**config.mk**
```make
export PLATFORM = sky130hd
export DESIGN_NAME = dmach_top
export DESIGN_NICKNAME = d
export VERILOG_FILES = /design/src/verilog/dmach_pkg.sv /design/src/verilog/dmach_fifo.sv /design/src/verilog/dmach_irq.sv /design/src/verilog/dmach_top.sv
export SDC_FILE = /design/constraint.sdc
export NUM_CORES = 1
export LEC_CHECK = 0
export ABC_AREA = 0
export BUFFER_PORTS_ARGS = -buffer_cell sky130_fd_sc_hd__clkbuf_2
export CAP_MARGIN = 10
export CORE_MARGIN = 1.5
export CORE_UTILIZATION = 24
export DETAILED_ROUTE_END_ITERATION = 10
export GPL_ROUTABILITY_DRIVEN = 0
export PLACE_DENSITY_LB_ADDON = 0.2
export SETUP_SLACK_MARGIN = 0.5
export SYNTH_ARGS = -nofsm -noshare
export SYNTH_HDL_FRONTEND = slang
export SYNTH_SLANG_ARGS = --single-unit
```
**constraint.sdc**
```tcl
create_clock -name clk_i -period 14.35 [get_ports clk_i]
set_input_delay 4.305 -clock clk_i [delete_from_list [all_inputs] [get_ports clk_i]]
set_output_delay 4.305 -clock clk_i [all_outputs]
set_load 0.05 [all_outputs]
```
**src/verilog/dmach_pkg.sv**
```systemverilog
// Constants shared by the DMA channel register block and its helper modules.
// Assumes a 32-bit word-addressed register window and a single core clock.
package dmach_pkg;
	localparam logic [7:0] DMACH_OFS_ADDR_LO = 8'h00;
	localparam logic [7:0] DMACH_OFS_ADDR_HI = 8'h04;
	localparam logic [7:0] DMACH_OFS_SIZE = 8'h08;
	localparam logic [7:0] DMACH_OFS_CTRL = 8'h0c;
	localparam logic [7:0] DMACH_OFS_IRQ = 8'h10;
	localparam logic [7:0] DMACH_OFS_MSTR = 8'h14;
	localparam int DMACH_CTRL_BUSY = 31;
	localparam int DMACH_CTRL_RO = 13;
	localparam int DMACH_CTRL_NS = 12;
	localparam int DMACH_CTRL_TC_HI = 10;
	localparam int DMACH_CTRL_TC_LO = 8;
	localparam int DMACH_CTRL_FMT_HI = 6;
	localparam int DMACH_CTRL_FMT_LO = 5;
	localparam int DMACH_CTRL_TYPE_HI = 4;
	localparam int DMACH_CTRL_TYPE_LO = 0;
	localparam logic [31:0] DMACH_CTRL_MASK = 32'h0000_377f;
	localparam int DMACH_IRQ_TC_HI = 14;
	localparam int DMACH_IRQ_TC_LO = 12;
	localparam int DMACH_IRQ_NUM_HI = 8;
	localparam int DMACH_IRQ_NUM_LO = 4;
	localparam int DMACH_IRQ_REQ = 0;
	localparam logic [31:0] DMACH_IRQ_MASK = 32'h0000_71f0;
	localparam int DMACH_MSTR_HI = 14;
	localparam int DMACH_MSTR_LO = 3;
	localparam logic [31:0] DMACH_MSTR_MASK = 32'h0000_7ff8;
	localparam logic [31:0] DMACH_RESET_WORD = 32'h0000_0000;
	localparam logic [4:0] DMACH_TYPE_MEM = 5'h00;
	localparam logic [31:0] DMACH_BYTES_PER_REQ = 32'h0000_0004;
	localparam int DMACH_FIFO_DEPTH = 16;
	localparam int DMACH_REQ_WIDTH = 64;
endpackage : dmach_pkg

```
**src/verilog/dmach_fifo.sv**
```systemverilog
// Synchronous FIFO with valid/ready on both sides.
// Assumes one clock; depth is a power of two.
`timescale 1ns/10ps
module dmach_fifo #(
	parameter int WIDTH = 64,
	parameter int DEPTH = 16
) (
	// Clock and reset
	input wire logic clk_i,
	input wire logic sys_rst_i,
	// Fill side
	input wire logic in_valid_i,
	output logic in_ready_o,
	input wire logic [WIDTH-1:0] in_data_i,
	// Drain side
	output logic out_valid_o,
	input wire logic out_ready_i,
	output logic [WIDTH-1:0] out_data_o
);
	localparam int AW = $clog2(DEPTH);
	logic [WIDTH-1:0] mem_reg [DEPTH];
	logic [AW:0] wr_ptr_reg;
	logic [AW:0] rd_ptr_reg;
	wire full_w = (wr_ptr_reg[AW] != rd_ptr_reg[AW]) && (wr_ptr_reg[AW-1:0] == rd_ptr_reg[AW-1:0]);
	wire empty_w = (wr_ptr_reg == rd_ptr_reg);
	wire push_w = in_valid_i && !full_w;
	wire pop_w = out_ready_i && !empty_w;
	assign in_ready_o = !full_w;
	assign out_valid_o = !empty_w;
	assign out_data_o = mem_reg[rd_ptr_reg[AW-1:0]];
	always_ff @(posedge clk_i)
	begin
		if (push_w)
			mem_reg[wr_ptr_reg[AW-1:0]] <= in_data_i;
	end
	always_ff @(posedge clk_i or posedge sys_rst_i)
	begin
		if (sys_rst_i)
		begin
			wr_ptr_reg <= '0;
			rd_ptr_reg <= '0;
		end
		else
		begin
			if (push_w)
				wr_ptr_reg <= wr_ptr_reg + 1'b1;
			if (pop_w)
				rd_ptr_reg <= rd_ptr_reg + 1'b1;
		end
	end
endmodule : dmach_fifo

```
**src/verilog/dmach_irq.sv**
```systemverilog
// Interrupt message requester: MSI when enabled, legacy message otherwise.
// Assumes the link side accepts a request with an acknowledge handshake.
`timescale 1ns/10ps
module dmach_irq (
	// Clock and reset
	input wire logic clk_i,
	input wire logic sys_rst_i,
	// Trigger and settings
	input wire logic trig_i,
	input wire logic msi_en_i,
	input wire logic [2:0] tc_i,
	input wire logic [4:0] num_i,
	// Link request
	output logic msi_req_o,
	output logic legacy_req_o,
	output logic [2:0] msi_tc_o,
	output logic [4:0] msi_num_o,
	input wire logic irq_ack_i,
	output logic busy_o
);
	logic msi_reg;
	logic leg_reg;
	logic [2:0] tc_reg;
	logic [4:0] num_reg;
	wire idle_w = !msi_reg && !leg_reg;
	wire take_w = trig_i && idle_w;
	assign msi_req_o = msi_reg;
	assign legacy_req_o = leg_reg;
	assign msi_tc_o = tc_reg;
	assign msi_num_o = num_reg;
	assign busy_o = !idle_w;
	always_ff @(posedge clk_i or posedge sys_rst_i)
	begin
		if (sys_rst_i)
		begin
			msi_reg <= 1'b0;
			leg_reg <= 1'b0;
			tc_reg <= 3'h0;
			num_reg <= 5'h00;
		end
		else if (take_w)
		begin
			msi_reg <= msi_en_i;
			leg_reg <= !msi_en_i;
			tc_reg <= tc_i;
			num_reg <= num_i;
		end
		else if (irq_ack_i)
		begin
			msi_reg <= 1'b0;
			leg_reg <= 1'b0;
		end
	end
endmodule : dmach_irq

```
**src/verilog/dmach_top.sv**
```systemverilog
// DMA channel register block: header settings, interrupt request, master address.
// Assumes a word register port decoded from the base window and a link requester.
`timescale 1ns/10ps
module dmach_top #(
	parameter int DEPTH = dmach_pkg::DMACH_FIFO_DEPTH
) (
	// Clock and reset
	input wire logic clk_i,
	input wire logic sys_rst_i,
	// Register port
	input wire logic reg_wr_i,
	input wire logic reg_rd_i,
	input wire logic [7:0] reg_addr_i,
	input wire logic [3:0] reg_be_i,
	input wire logic [31:0] reg_wdata_i,
	output logic [31:0] reg_rdata_o,
	output logic reg_rvalid_o,
	// Endpoint configuration
	input wire logic msi_en_i,
	// Request stream toward the transaction layer
	output logic req_valid_o,
	input wire logic req_ready_i,
	output logic [63:0] req_data_o,
	// Interrupt request toward the transaction layer
	output logic msi_req_o,
	output logic legacy_req_o,
	output logic [2:0] msi_tc_o,
	output logic [4:0] msi_num_o,
	input wire logic irq_ack_i,
	// Local master memory address of the current request
	output logic [14:0] local_addr_o
);
	typedef enum logic [1:0] {
		DMACH_IDLE = 2'b00,
		DMACH_RUN = 2'b01,
		DMACH_DRAIN = 2'b10
	} dmach_state_type;

	dmach_state_type state_reg;
	dmach_state_type state_next;
	logic [31:0] addr_lo_reg;
	logic [31:0] addr_hi_reg;
	logic [31:0] size_reg;
	logic [31:0] ctrl_reg;
	logic [31:0] irq_reg;
	logic [31:0] mstr_reg;
	logic [31:0] remain_reg;
	logic [31:0] remain_next;
	logic [14:0] laddr_reg;
	logic [14:0] laddr_next;
	logic [31:0] paddr_reg;
	logic [31:0] paddr_next;
	logic [31:0] rdata_reg;
	logic rvalid_reg;
	logic [63:0] hdr_w;
	logic fifo_ready_w;
	logic fifo_empty_n_w;

	// Address decode.
	wire sel_lo_w = (reg_addr_i == dmach_pkg::DMACH_OFS_ADDR_LO);
	wire sel_hi_w = (reg_addr_i == dmach_pkg::DMACH_OFS_ADDR_HI);
	wire sel_size_w = (reg_addr_i == dmach_pkg::DMACH_OFS_SIZE);
	wire sel_ctrl_w = (reg_addr_i == dmach_pkg::DMACH_OFS_CTRL);
	wire sel_irq_w = (reg_addr_i == dmach_pkg::DMACH_OFS_IRQ);
	wire sel_mstr_w = (reg_addr_i == dmach_pkg::DMACH_OFS_MSTR);
	wire [31:0] be_mask_w = {{8{reg_be_i[3]}}, {8{reg_be_i[2]}}, {8{reg_be_i[1]}}, {8{reg_be_i[0]}}};
	wire busy_w = (state_reg != DMACH_IDLE);
	wire start_w = reg_wr_i && sel_ctrl_w && (reg_be_i != 4'h0) && !busy_w;
	wire irq_trig_w = reg_wr_i && sel_irq_w && reg_be_i[0] && reg_wdata_i[dmach_pkg::DMACH_IRQ_REQ];

	// Header fields taken from the control register.
	wire ro_w = ctrl_reg[dmach_pkg::DMACH_CTRL_RO];
	wire ns_w = ctrl_reg[dmach_pkg::DMACH_CTRL_NS];
	wire [2:0] tc_w =
		ctrl_reg[dmach_pkg::DMACH_CTRL_TC_HI:dmach_pkg::DMACH_CTRL_TC_LO];
	wire [1:0] fmt_w =
		ctrl_reg[dmach_pkg::DMACH_CTRL_FMT_HI:dmach_pkg::DMACH_CTRL_FMT_LO];
	wire [4:0] type_w =
		ctrl_reg[dmach_pkg::DMACH_CTRL_TYPE_HI:dmach_pkg::DMACH_CTRL_TYPE_LO];
	wire is_4dw_w = fmt_w[0];
	wire [31:0] addr_word_w = is_4dw_w ? addr_hi_reg : paddr_reg;

	// Header word: fmt, type, tc, attributes, then the address word.
	assign hdr_w = {
		1'b0,
		fmt_w,
		type_w,
		1'b0,
		tc_w,
		4'h0,
		2'b00,
		ro_w,
		ns_w,
		12'h000,
		addr_word_w
	};

	// Sequencing: one header per four bytes of the remaining length.
	wire push_w = (state_reg == DMACH_RUN) && fifo_ready_w;
	wire last_w = (remain_reg <= dmach_pkg::DMACH_BYTES_PER_REQ);
	wire [31:0] remain_dec_w = last_w ? 32'h0000_0000
		: remain_reg - dmach_pkg::DMACH_BYTES_PER_REQ;
	wire [31:0] paddr_inc_w = paddr_reg + dmach_pkg::DMACH_BYTES_PER_REQ;
	wire [14:0] laddr_inc_w = laddr_reg + 15'(dmach_pkg::DMACH_BYTES_PER_REQ);
	wire zero_len_w = (size_reg == 32'h0000_0000);

	// Local start address: master register bits above, link address bits below.
	wire [11:0] laddr_hi_w =
		mstr_reg[dmach_pkg::DMACH_MSTR_HI:dmach_pkg::DMACH_MSTR_LO];
	wire [2:0] laddr_lo_w = addr_lo_reg[2:0];
	wire [14:0] laddr_start_w = {laddr_hi_w, laddr_lo_w};

	// Read values with reserved bits masked to zero.
	wire [31:0] status_w = {busy_w, 31'h0};
	wire [31:0] rd_ctrl_w = (ctrl_reg & dmach_pkg::DMACH_CTRL_MASK) | status_w;
	wire [31:0] rd_irq_w = irq_reg & dmach_pkg::DMACH_IRQ_MASK;
	wire [31:0] rd_mstr_w = mstr_reg & dmach_pkg::DMACH_MSTR_MASK;
	wire [31:0] rmux_w = sel_lo_w ? addr_lo_reg :
		sel_hi_w ? addr_hi_reg :
		sel_size_w ? size_reg :
		sel_ctrl_w ? rd_ctrl_w :
		sel_irq_w ? rd_irq_w :
		sel_mstr_w ? rd_mstr_w :
		32'h0000_0000;

	always_comb
	begin
		state_next = state_reg;
		remain_next = remain_reg;
		laddr_next = laddr_reg;
		paddr_next = paddr_reg;
		case (state_reg)
			DMACH_IDLE:
			begin
				if (start_w)
				begin
					remain_next = size_reg;
					paddr_next = addr_lo_reg;
					laddr_next = laddr_start_w;
					if (zero_len_w)
					begin
						state_next = DMACH_DRAIN;
					end
					else
					begin
						state_next = DMACH_RUN;
					end
				end
			end
			DMACH_RUN:
			begin
				if (push_w)
				begin
					remain_next = remain_dec_w;
					paddr_next = paddr_inc_w;
					laddr_next = laddr_inc_w;
					if (last_w)
					begin
						state_next = DMACH_DRAIN;
					end
				end
			end
			DMACH_DRAIN:
			begin
				if (!fifo_empty_n_w)
				begin
					state_next = DMACH_IDLE;
				end
			end
			default:
			begin
				state_next = DMACH_IDLE;
			end
		endcase
	end

	// Operation state and counters.
	always_ff @(posedge clk_i or posedge sys_rst_i)
	begin
		if (sys_rst_i)
			state_reg <= DMACH_IDLE;
		else
			state_reg <= state_next;
	end

	always_ff @(posedge clk_i or posedge sys_rst_i)
	begin
		if (sys_rst_i)
			remain_reg <= dmach_pkg::DMACH_RESET_WORD;
		else
			remain_reg <= remain_next;
	end

	always_ff @(posedge clk_i or posedge sys_rst_i)
	begin
		if (sys_rst_i)
			laddr_reg <= 15'h0000;
		else
			laddr_reg <= laddr_next;
	end

	always_ff @(posedge clk_i or posedge sys_rst_i)
	begin
		if (sys_rst_i)
			paddr_reg <= dmach_pkg::DMACH_RESET_WORD;
		else
			paddr_reg <= paddr_next;
	end

	// Write strobes; all but the interrupt register freeze while an operation runs.
	wire wr_lo_w = reg_wr_i && sel_lo_w && !busy_w;
	wire wr_hi_w = reg_wr_i && sel_hi_w && !busy_w;
	wire wr_size_w = reg_wr_i && sel_size_w && !busy_w;
	wire wr_ctrl_w = reg_wr_i && sel_ctrl_w && !busy_w;
	wire wr_irq_w = reg_wr_i && sel_irq_w;
	wire wr_mstr_w = reg_wr_i && sel_mstr_w && !busy_w;

	// Byte-lane merge of the write data; reserved bits are never stored.
	wire [31:0] lo_merge_w = (addr_lo_reg & ~be_mask_w) | (reg_wdata_i & be_mask_w);
	wire [31:0] hi_merge_w = (addr_hi_reg & ~be_mask_w) | (reg_wdata_i & be_mask_w);
	wire [31:0] size_merge_w = (size_reg & ~be_mask_w) | (reg_wdata_i & be_mask_w);
	wire [31:0] ctrl_merge_w = ((ctrl_reg & ~be_mask_w) | (reg_wdata_i & be_mask_w))
		& dmach_pkg::DMACH_CTRL_MASK;
	wire [31:0] irq_merge_w = ((irq_reg & ~be_mask_w) | (reg_wdata_i & be_mask_w))
		& dmach_pkg::DMACH_IRQ_MASK;
	wire [31:0] mstr_merge_w = ((mstr_reg & ~be_mask_w) | (reg_wdata_i & be_mask_w))
		& dmach_pkg::DMACH_MSTR_MASK;

	always_ff @(posedge clk_i or posedge sys_rst_i)
	begin
		if (sys_rst_i)
			addr_lo_reg <= dmach_pkg::DMACH_RESET_WORD;
		else if (wr_lo_w)
			addr_lo_reg <= lo_merge_w;
	end

	always_ff @(posedge clk_i or posedge sys_rst_i)
	begin
		if (sys_rst_i)
			addr_hi_reg <= dmach_pkg::DMACH_RESET_WORD;
		else if (wr_hi_w)
			addr_hi_reg <= hi_merge_w;
	end

	always_ff @(posedge clk_i or posedge sys_rst_i)
	begin
		if (sys_rst_i)
			size_reg <= dmach_pkg::DMACH_RESET_WORD;
		else if (wr_size_w)
			size_reg <= size_merge_w;
	end

	always_ff @(posedge clk_i or posedge sys_rst_i)
	begin
		if (sys_rst_i)
			ctrl_reg <= dmach_pkg::DMACH_RESET_WORD;
		else if (wr_ctrl_w)
			ctrl_reg <= ctrl_merge_w;
	end

	always_ff @(posedge clk_i or posedge sys_rst_i)
	begin
		if (sys_rst_i)
			irq_reg <= dmach_pkg::DMACH_RESET_WORD;
		else if (wr_irq_w)
			irq_reg <= irq_merge_w;
	end

	always_ff @(posedge clk_i or posedge sys_rst_i)
	begin
		if (sys_rst_i)
			mstr_reg <= dmach_pkg::DMACH_RESET_WORD;
		else if (wr_mstr_w)
			mstr_reg <= mstr_merge_w;
	end

	always_ff @(posedge clk_i or posedge sys_rst_i)
	begin
		if (sys_rst_i)
		begin
			rdata_reg <= 32'h0000_0000;
			rvalid_reg <= 1'b0;
		end
		else
		begin
			rvalid_reg <= reg_rd_i;
			if (reg_rd_i)
				rdata_reg <= rmux_w;
		end
	end

	assign reg_rdata_o = rdata_reg;
	assign reg_rvalid_o = rvalid_reg;
	assign local_addr_o = laddr_reg;

	// Interrupt settings use the freshly written word so one write suffices.
	dmach_irq u_irq (
		.clk_i(clk_i),
		.sys_rst_i(sys_rst_i),
		.trig_i(irq_trig_w),
		.msi_en_i(msi_en_i),
		.tc_i(reg_wdata_i[dmach_pkg::DMACH_IRQ_TC_HI:dmach_pkg::DMACH_IRQ_TC_LO]),
		.num_i(reg_wdata_i[dmach_pkg::DMACH_IRQ_NUM_HI:dmach_pkg::DMACH_IRQ_NUM_LO]),
		.msi_req_o(msi_req_o),
		.legacy_req_o(legacy_req_o),
		.msi_tc_o(msi_tc_o),
		.msi_num_o(msi_num_o),
		.irq_ack_i(irq_ack_i),
		.busy_o()
	);

	// Request headers queue toward the link.
	dmach_fifo #(
		.WIDTH(dmach_pkg::DMACH_REQ_WIDTH),
		.DEPTH(DEPTH)
	) u_fifo (
		.clk_i(clk_i),
		.sys_rst_i(sys_rst_i),
		.in_valid_i(push_w),
		.in_ready_o(fifo_ready_w),
		.in_data_i(hdr_w),
		.out_valid_o(fifo_empty_n_w),
		.out_ready_i(req_ready_i),
		.out_data_o(req_data_o)
	);

	assign req_valid_o = fifo_empty_n_w;
endmodule : dmach_top

```
; Word level (Yosys, flattened, before mapping)
; Memory sizes are Yosys's and may differ from the RTL's.
; Cells that the tools add are included.
[totals]
out_inout_bits = 123
mem_count = 1
latchBits = 0
ramBits = 704
mem_bits_ro = 0
reg_bits = 262
[mem_list]
columns = name, depth, width, rd, rd_clocked_by_memory_dff, wr, line
row1 = u_fifo.mem_reg, 16, 44, 1, 0, 1, dmach_fifo.sv:21  ; logic [WIDTH-1:0] mem_reg [DEPTH];
[classes]
n_addsub = 5
shift = 0
mux = 28
n_div = 0
n_reduce_logical = 36
n_eq_ne = 14
mul = 0
n_bitwise = 15
order_cmp = 1
[ops]
columns = op, n
row1 = $mux 32, 10
row2 = $and 32x32->32, 4
row3 = $pmux 32 s2, 2
row4 = $or 32x32->32, 3
row5 = $mux 15, 4
row6 = $add 32x3->32 const B, 1
row7 = $le 32x3->1 const B, 1
row8 = $logic_not 32->1, 1
row9 = $not 32->32, 1
row10 = $or 14x32->32, 1
row11 = $sub 32x3->32 const B, 1
row12 = $and 15x15->15, 2
row13 = $or 15x15->15, 2
row14 = $pmux 15 s2, 1
row15 = $logic_and 1x1->1, 21
row16 = $eq 8x4->1 const B, 2
row17 = $eq 8x5->1 const B, 2
row18 = $add 15x3->15 const B, 1
row19 = $and 14x14->14, 1
row20 = $or 14x14->14, 1
row21 = $add 5x1->5 const B, 2
row22 = $mux 2, 5
row23 = $eq 8x3->1 const B, 1
row24 = $logic_not 8->1, 1
row25 = other kinds (15), 28

; Logic depth before layout (Yosys ltp)
; Gate-level depths: netlist of run 1.
[logic_depth]
ltp_word = 7
depth_mapped = 9

; Cells and area by module
; Synthesis of run 1 repeated with hierarchy kept, for this count alone.
[unflattened]
hier_cells = 3026
area_unflattened_um2 = 52616.7
[by_module_without_submodules]
columns = module, cells_per_inst, area_each_um2, n_inst
row1 = dmach_fifo, 1779, 39784.4, 1
row2 = dmach_top, 1221, 12429.4, 1
row3 = dmach_irq, 26, 402.9, 1

; Least setup slack after synthesis of run 1
; OpenSTA, ideal clock, no wires.
[synth_path]
path_type = register to output
from = register u_fifo.rd_ptr_reg[0]
to = output port req_data_o[20]
stages_incl_launch_ff = 6
arrival_ns = 2.614
required_ns = 10.045
slack_ns = 7.431
n_path_buf = 3
cell_sequence = dfrtp_1 -> clkbuf_1 -> buf_2 -> buf_1 -> mux4_2 -> mux4_2
[synth_between]
elab_chain_len = 1
[synth_lines]
columns = element, line
row1 = start: declaration, dmach_fifo.sv:23  ; logic [AW:0] rd_ptr_reg;
row2 = start signal: assignment, dmach_fifo.sv:48  ; rd_ptr_reg <= rd_ptr_reg + 1'b1;
row3 = $mem_v2 16x44, n/a
row4 = end: declaration, dmach_top.sv:23  ; output logic [63:0] req_data_o,
; No other way between the ends.

; Worst setup path after layout of run 1
[layout_path]
from = register u_fifo.rd_ptr_reg[1]
to = output port req_data_o[61]
; The elaborated chain is that of the path after synthesis.

==> results of run 1 <==
-- cell families (layout without fill, tap and decap cells) --
family,count (synthesis),in the layout,share of synthesized area
DFF,964,964,0.691
muxes,419,419,0.181
and+or+nand+nor,345,345,0.0452
AOI/OAI and AO/OA,336,336,0.0546
buffers and inverters,206,434,0.0218
xor gates and xnor gates,14,14,0.00307
adders and majority gates,9,9,0.00282
other,1,29,0.0000938
-- how the worst max path moves through the flow --
stage	start	to	cells after the start
6_report	u_fifo.rd_ptr_reg[1]	req_data_o[61]	5
3_5_place_dp	u_fifo.rd_ptr_reg[1]	req_data_o[61]	5
4_1_cts	u_fifo.rd_ptr_reg[1]	req_data_o[61]	5
5_1_grt	u_fifo.rd_ptr_reg[1]	req_data_o[61]	5
3_3_place_gp	u_fifo.rd_ptr_reg[1]	req_data_o[61]	5
2_1_floorplan	sys_rst_i	async pin	1
-- critical path: stages (launching register included) --
cell      delay [ns]
dfrtp_4         0.88
buf_4           0.97
buf_4           0.92
mux4_2          0.42
mux4_2          0.59
clkbuf_2        0.28
-- cell usage in the layout (no fill, tap or decap), types with 21 or more instances in the layout --
| cell | netlist | routed |
|---|---|---|
| o21ai_0 | 64 | 60 |
| a21oi_1 | 91 | 90 |
| edfxtp_1 | 704 | 704 |
| mux2i_1 | 21 | 21 |
| a22oi_1 | 21 | 21 |
| buf_4 | 22 | 43 |
| mux2_2 | 167 | 167 |
| inv_1 | 48 | 47 |
| nand3_1 | 32 | 32 |
| clkinv_1 | 0 | 21 |
| nand2_1 | 80 | 80 |
| nand4_1 | 22 | 22 |
| nor3_1 | 27 | 25 |
| mux4_2 | 223 | 223 |
| o22ai_1 | 34 | 34 |
| nor2_1 | 72 | 72 |
| clkbuf_16 | 0 | 103 |
| dfrtp_1 | 260 | 254 |
| clkbuf_2 | 0 | 153 |
| clkinv_2 | 0 | 21 |
-- power by group --
part           internal [mW]  switching, mW
combinational          0.976           1.87
clock                   1.43           1.14
sequential              3.50          0.220
-- per-stage QoR --
step	hold WS (ns)	area (um^2)
after floorplan	0.457	40100
after global placement	0.484	43300
after detailed placement	0.491	43300
after CTS	0.509	46600
after global routing	0.528	46600
final	0.500	46600
-- per-layer routing --
| metal | GRT usage | up-vias | wire length (um) |
|---|---|---|---|
| li1 | - | 9587 | - |
| met2 | 0.225 | 701 | 56900 |
| met5 | 0 | - | 86 |
| met4 | 0.0357 | 14 | 2470 |
| met1 | 0.201 | 12200 | 56100 |
| met3 | 0.0304 | 174 | 6880 |
-- cell type report --
cell class	count	area [um^2]
fill	16500	119000
sequential	964	27700
multi-input combinational	1143	11600
clock buffer	130	2750
tap	2189	2740
timing repair buffer	199	1140
clock inverter	56	480
inverter	49	191
antenna	9	22.5
==> flow_summary.ini, run 1 <==
[placed_design]
pre_cts_ws_ns = 5.78
port_buffers = 153
dp.cells = 4543
place_hpwl_um = 73800

[sta]
fmax_mhz = 108
setup_ws_ns = 5.10
finalCriticalPeriod_ns = 9.25
finalCritPeriodShare = 0.645
hold_viol = 0
tns_ns = 0
setup_viol = 0
grt_setup_unrepaired = no
final.setup_skew_ns = 0.0357
worst_slew_pin_slew_ns = 1.28
relSlewSlack = 0.144
drv_slew = 0

[setup_path]
r2r_end = u_fifo.mem_reg[7][0]
arrival_ns = 4.95
path_class = reg -> out
r2r_cells = 6
r2r_slack_ns = 10.33
end_kind = primary output
r2r-start = u_fifo.rd_ptr_reg[1]
worstSetupStartpointType = flop
required_ns = 10.05
cp_max_fo = 71

[floorplan]
core.rowCount = 149
die_h_um = 411
start_util = 0.242
die-area_mm2 = 0.169
die_w_um = 411
core_mm2 = 0.165
ioPinCount = 174

[clocking]
clk_latency_ns = 0.72
holdBufCountCts = 0
cts_tree = yes
clk_pin_slew_ns = 0.06
cts-buffers-inserted = 101
cts_sinks = 964
clockBufferDepth = 3
cts_resized = 0
htree_levels = 3
post_cts_buffers = 0
root_buffer = clkbuf_16

[logic_synthesis]
yosys_most_used_dff = edfxtp_1
syn_area_mm2 = 0.0400
yosysTopAreaCell = edfxtp_1
synth_commonest_cells = edfxtp_1 (704), dfrtp_1 (260), mux4_2 (223), mux2_2 (167), clkbuf_1 (95)
synth-seq-cells = 964
syn_avg_cell_area_um2 = 17.4
synth_edf_count = 704
synthDistinctLibCells = 74
synth_area_leaders = edfxtp_1 (53%), dfrtp_1 (16%), mux4_2 (13%), mux2_2 (4.7%), a21oi_1 (1.1%)
yosysMostFrequentCell = edfxtp_1
seq_area_frac_synth = 0.691
yosysTopAreaCellShare = 0.529
yosys_warnings = 0
async_flop_share = 0.270
synthCells = 2294

[run_status]
violations = design-rule violations
status = complete, but fails checks

[route]
vias_per_cell = 4.79
vias = 22700
first_pass_iters = 8
drtIter0Drc = 2028
post_drt_wl_per_cell_um = 25.8
ant_nets = 0
totalWireLength_um = 122000
drc = 12

[layout]
nets = 2518
syn2layout_area_growth_pct = 16.5
finalNonFillerCells = 4739
drive_gt1_frac = 0.309
final_util = 0.282

[power_and_ir_drop]
fin_total_pwr_mw = 9.14
powerDensity_mw_per_mm2 = 196
ir_drop_mv = 0.184
p_leak_nw = 16.3

[global_routing]
grt_pass1_vias = 23500
gr-total-overflow = 0
antenna_found_initial = 10
grt_first_pass_wirelength_um = 175000
grt_max_degree = 147
grt_usage = 0.143

[hold_path]
holdPathEnd = paddr_reg[0]
whs_path_depth = 2
hp-class = reg -> reg
hp-start = paddr_reg[0]

[run]
drv_cap = 0
Power figures use the tool's default switching activity.
==> run 2, diff against run 1 <==
--- a/config.mk
+++ b/config.mk
@@ -5,7 +5,7 @@
 export SDC_FILE = /design/constraint.sdc
 export NUM_CORES = 1
 export LEC_CHECK = 0
-export ABC_AREA = 0
+export ABC_AREA = 1
 export BUFFER_PORTS_ARGS = -buffer_cell sky130_fd_sc_hd__clkbuf_2
 export CAP_MARGIN = 10
 export CORE_MARGIN = 1.5
==> constraint.sdc (replaced) <==
create_clock -name clk_i -period 9.1 [get_ports clk_i]
set_input_delay 2.73 -clock clk_i [delete_from_list [all_inputs] [get_ports clk_i]]
set_output_delay 2.73 -clock clk_i [all_outputs]
set_load 0.05 [all_outputs]
==> run 2 against run 1 <==
Net effect: the run now ends clean; critical path depth is 2 higher; clock-buffer cell count is 4 higher; combinational power is 83% higher; clock skew is 0.044 ns higher; sequential cell count stayed put; core utilization is 0.12 points lower; sequential share of layout area is 2.0 points lower; first-iteration DRC count is 20% higher; final cell count is 36% higher; non-clock buffer count is 5 higher.
==> flow_summary.ini, run 2 <==
[route]
vias = 29400
post_drt_wl_per_cell_um = 21.9
ant_nets = 0
drtIter0Drc = 2428
vias_per_cell = 4.57
first_pass_iters = 5
totalWireLength_um = 141000
drc = 0

[placed_design]
port_buffers = 153
dp.cells = 6250
pre_cts_ws_ns = 2.67
place_hpwl_um = 84000

[clocking]
clk_pin_slew_ns = 0.06
htree_levels = 3
cts_sinks = 964
cts_resized = 0
cts-buffers-inserted = 106
cts_tree = yes
post_cts_buffers = 0
holdBufCountCts = 0
clk_latency_ns = 0.76
root_buffer = clkbuf_16
clockBufferDepth = 3

[sta]
drv_slew = 0
setup_viol = 0
setup_ws_ns = 2.20
final.setup_skew_ns = 0.0800
hold_viol = 0
fmax_mhz = 145
finalCritPeriodShare = 0.759
finalCriticalPeriod_ns = 6.90
worst_slew_pin_slew_ns = 1.21
grt_setup_unrepaired = no
tns_ns = 0
relSlewSlack = 0.192

[global_routing]
grt_max_degree = 218
grt_pass1_vias = 28700
grt_usage = 0.159
grt_first_pass_wirelength_um = 206000
gr-total-overflow = 0
antenna_found_initial = 7

[power_and_ir_drop]
p_leak_nw = 17.3
ir_drop_mv = 0.165
fin_total_pwr_mw = 14.8
powerDensity_mw_per_mm2 = 308

[setup_path]
crit_chain = inv_8 > buf_4 > o21ai_0 > o221ai_1 > nand3_1 > nand3_1 > clkbuf_2
cp_common_cell = nand3_1
arrival_ns = 4.17
required_ns = 6.37
worstSetupStartpointType = flop
crit_buf_inv = 3
crit_family = buffers and inverters
cp_slowest_cell = inv_8
end_kind = primary output
cp_max_fo = 171
max_stage_delay_ns = 0.80
path_class = reg -> out

[logic_synthesis]
yosysTopAreaCell = edfxtp_1
syn_avg_cell_area_um2 = 10.5
async_flop_share = 0.270
yosysTopAreaCellShare = 0.509
syn_area_mm2 = 0.0415
seq_area_frac_synth = 0.666
synthCells = 3952
synth_area_leaders = edfxtp_1 (51%), dfrtp_1 (16%), o21ai_0 (7.1%), nand2_1 (6.6%), nor2_1 (5.4%)
yosysMostFrequentCell = nand2_1
synth_commonest_cells = nand2_1 (732), edfxtp_1 (704), nor2_1 (601), o21ai_0 (592), dfrtp_1 (260)
yosys_warnings = 0
synth-seq-cells = 964
synthDistinctLibCells = 42
synth_edf_count = 704
yosys_most_used_dff = edfxtp_1

[floorplan]
core.rowCount = 152
die_w_um = 419
die_h_um = 419
start_util = 0.242
core_mm2 = 0.172
die-area_mm2 = 0.176
ioPinCount = 174

[layout]
nets = 4108
drive_gt1_frac = 0.108
finalNonFillerCells = 6447
most-common-layout-cells = nand2_1 (732), edfxtp_1 (704), nor2_1 (585), o21ai_0 (563), dfrtp_1 (256)
syn2layout_area_growth_pct = 16.1
nFillCells = 18100
final_common_cell = nand2_1

[hold_path]
hp-class = reg -> reg

[run_status]
status = finished, final reports clean

[run]
drv_cap = 0
## run 2: changes by cell type after synthesis, moves of 27 or more
cell      delta
clkbuf_1    +37
o221ai_1    +64
mux2_2     -165
buf_2       +46
a21oi_1     -42
inv_1      +168
mux4_2     -223
nor2_1     +529
and3_1      -27
o22ai_1     +73
o21ai_1     +35
o21ai_0    +528
nand2_1    +652
nand3_1    +135
## run 2: tightest hold or removal path, cell delays in order, from the launching register on
cell,delay [ns]
dfrtp_1,0.34
nand2_1,0.06
nand2_1,0.05
## run 2: path summary, 6_finish.rpt
path,start,end,slack [ns],depth (start not counted)
worst max-delay path,u_fifo.rd_ptr_reg[0],req_data_o[57],2.20,7
min in group asynchronous,sys_rst_i,local_addr_o[7],2.03,2
max in group asynchronous,sys_rst_i,u_fifo.rd_ptr_reg[1],5.73,3
worst max register to register,u_fifo.rd_ptr_reg[1],remain_reg[1],4.25,12
worst min register to register,reg_rdata_o[11],reg_rdata_o[11],0.48,2
worst min-delay path,reg_rdata_o[11],reg_rdata_o[11],0.48,2
## run 2: power breakdown
| group | internal [mW] | switching, mW |
|---|---|---|
| Combinational | 1.23 | 3.99 |
| Sequential | 5.05 | 0.255 |
| Clock | 2.42 | 1.90 |
| Total | 8.70 | 6.15 |
## run 2: logic make-up after synthesis
| logic type | synth area share |
|---|---|
| other | 0.0000903 |
| multiplexers | 0.000542 |
| flip-flops | 0.666 |
| XOR/XNOR | 0.00717 |
| buffers and inverters | 0.0480 |
| AO/OA/AOI/OAI | 0.117 |
| AND/OR/NAND/NOR | 0.159 |
| adder cells (fa/ha/maj) | 0.00271 |
## run 2: final cells by class
type                    instances  area [um^2]  area share
diodes                          3         7.51    0.000156
clock buffers                 134         2800      0.0580
clock inverters                60          646      0.0134
inverters                     229          873      0.0181
multi-input cells            2543        12200       0.252
flip-flops and latches        964        27700       0.573
well taps                    2310         2890      0.0599
repair buffers                204         1190      0.0246
## run 2: per-layer routing
| metal | vias to the layer above | global-route usage | wire (um) |
|---|---|---|---|
| met5 | - | 0 | 11 |
| met4 | 2 | 0.0349 | 2840 |
| met3 | 167 | 0.0205 | 5530 |
| met2 | 623 | 0.262 | 67400 |
| met1 | 14700 | 0.222 | 65600 |
| li1 | 13900 | - | - |
## run 2: metrics by stage
| step | utilization | cell area (um^2) | hold slack, ns |
|---|---|---|---|
| floorplan | - | 41600 | 0.443 |
| global placement | 0.261 | 44800 | 0.466 |
| detailed placement | 0.261 | 44800 | 0.466 |
| CTS | 0.281 | 48200 | 0.481 |
| global route | 0.281 | 48200 | 0.506 |
| finish | 0.281 | 48200 | 0.480 |
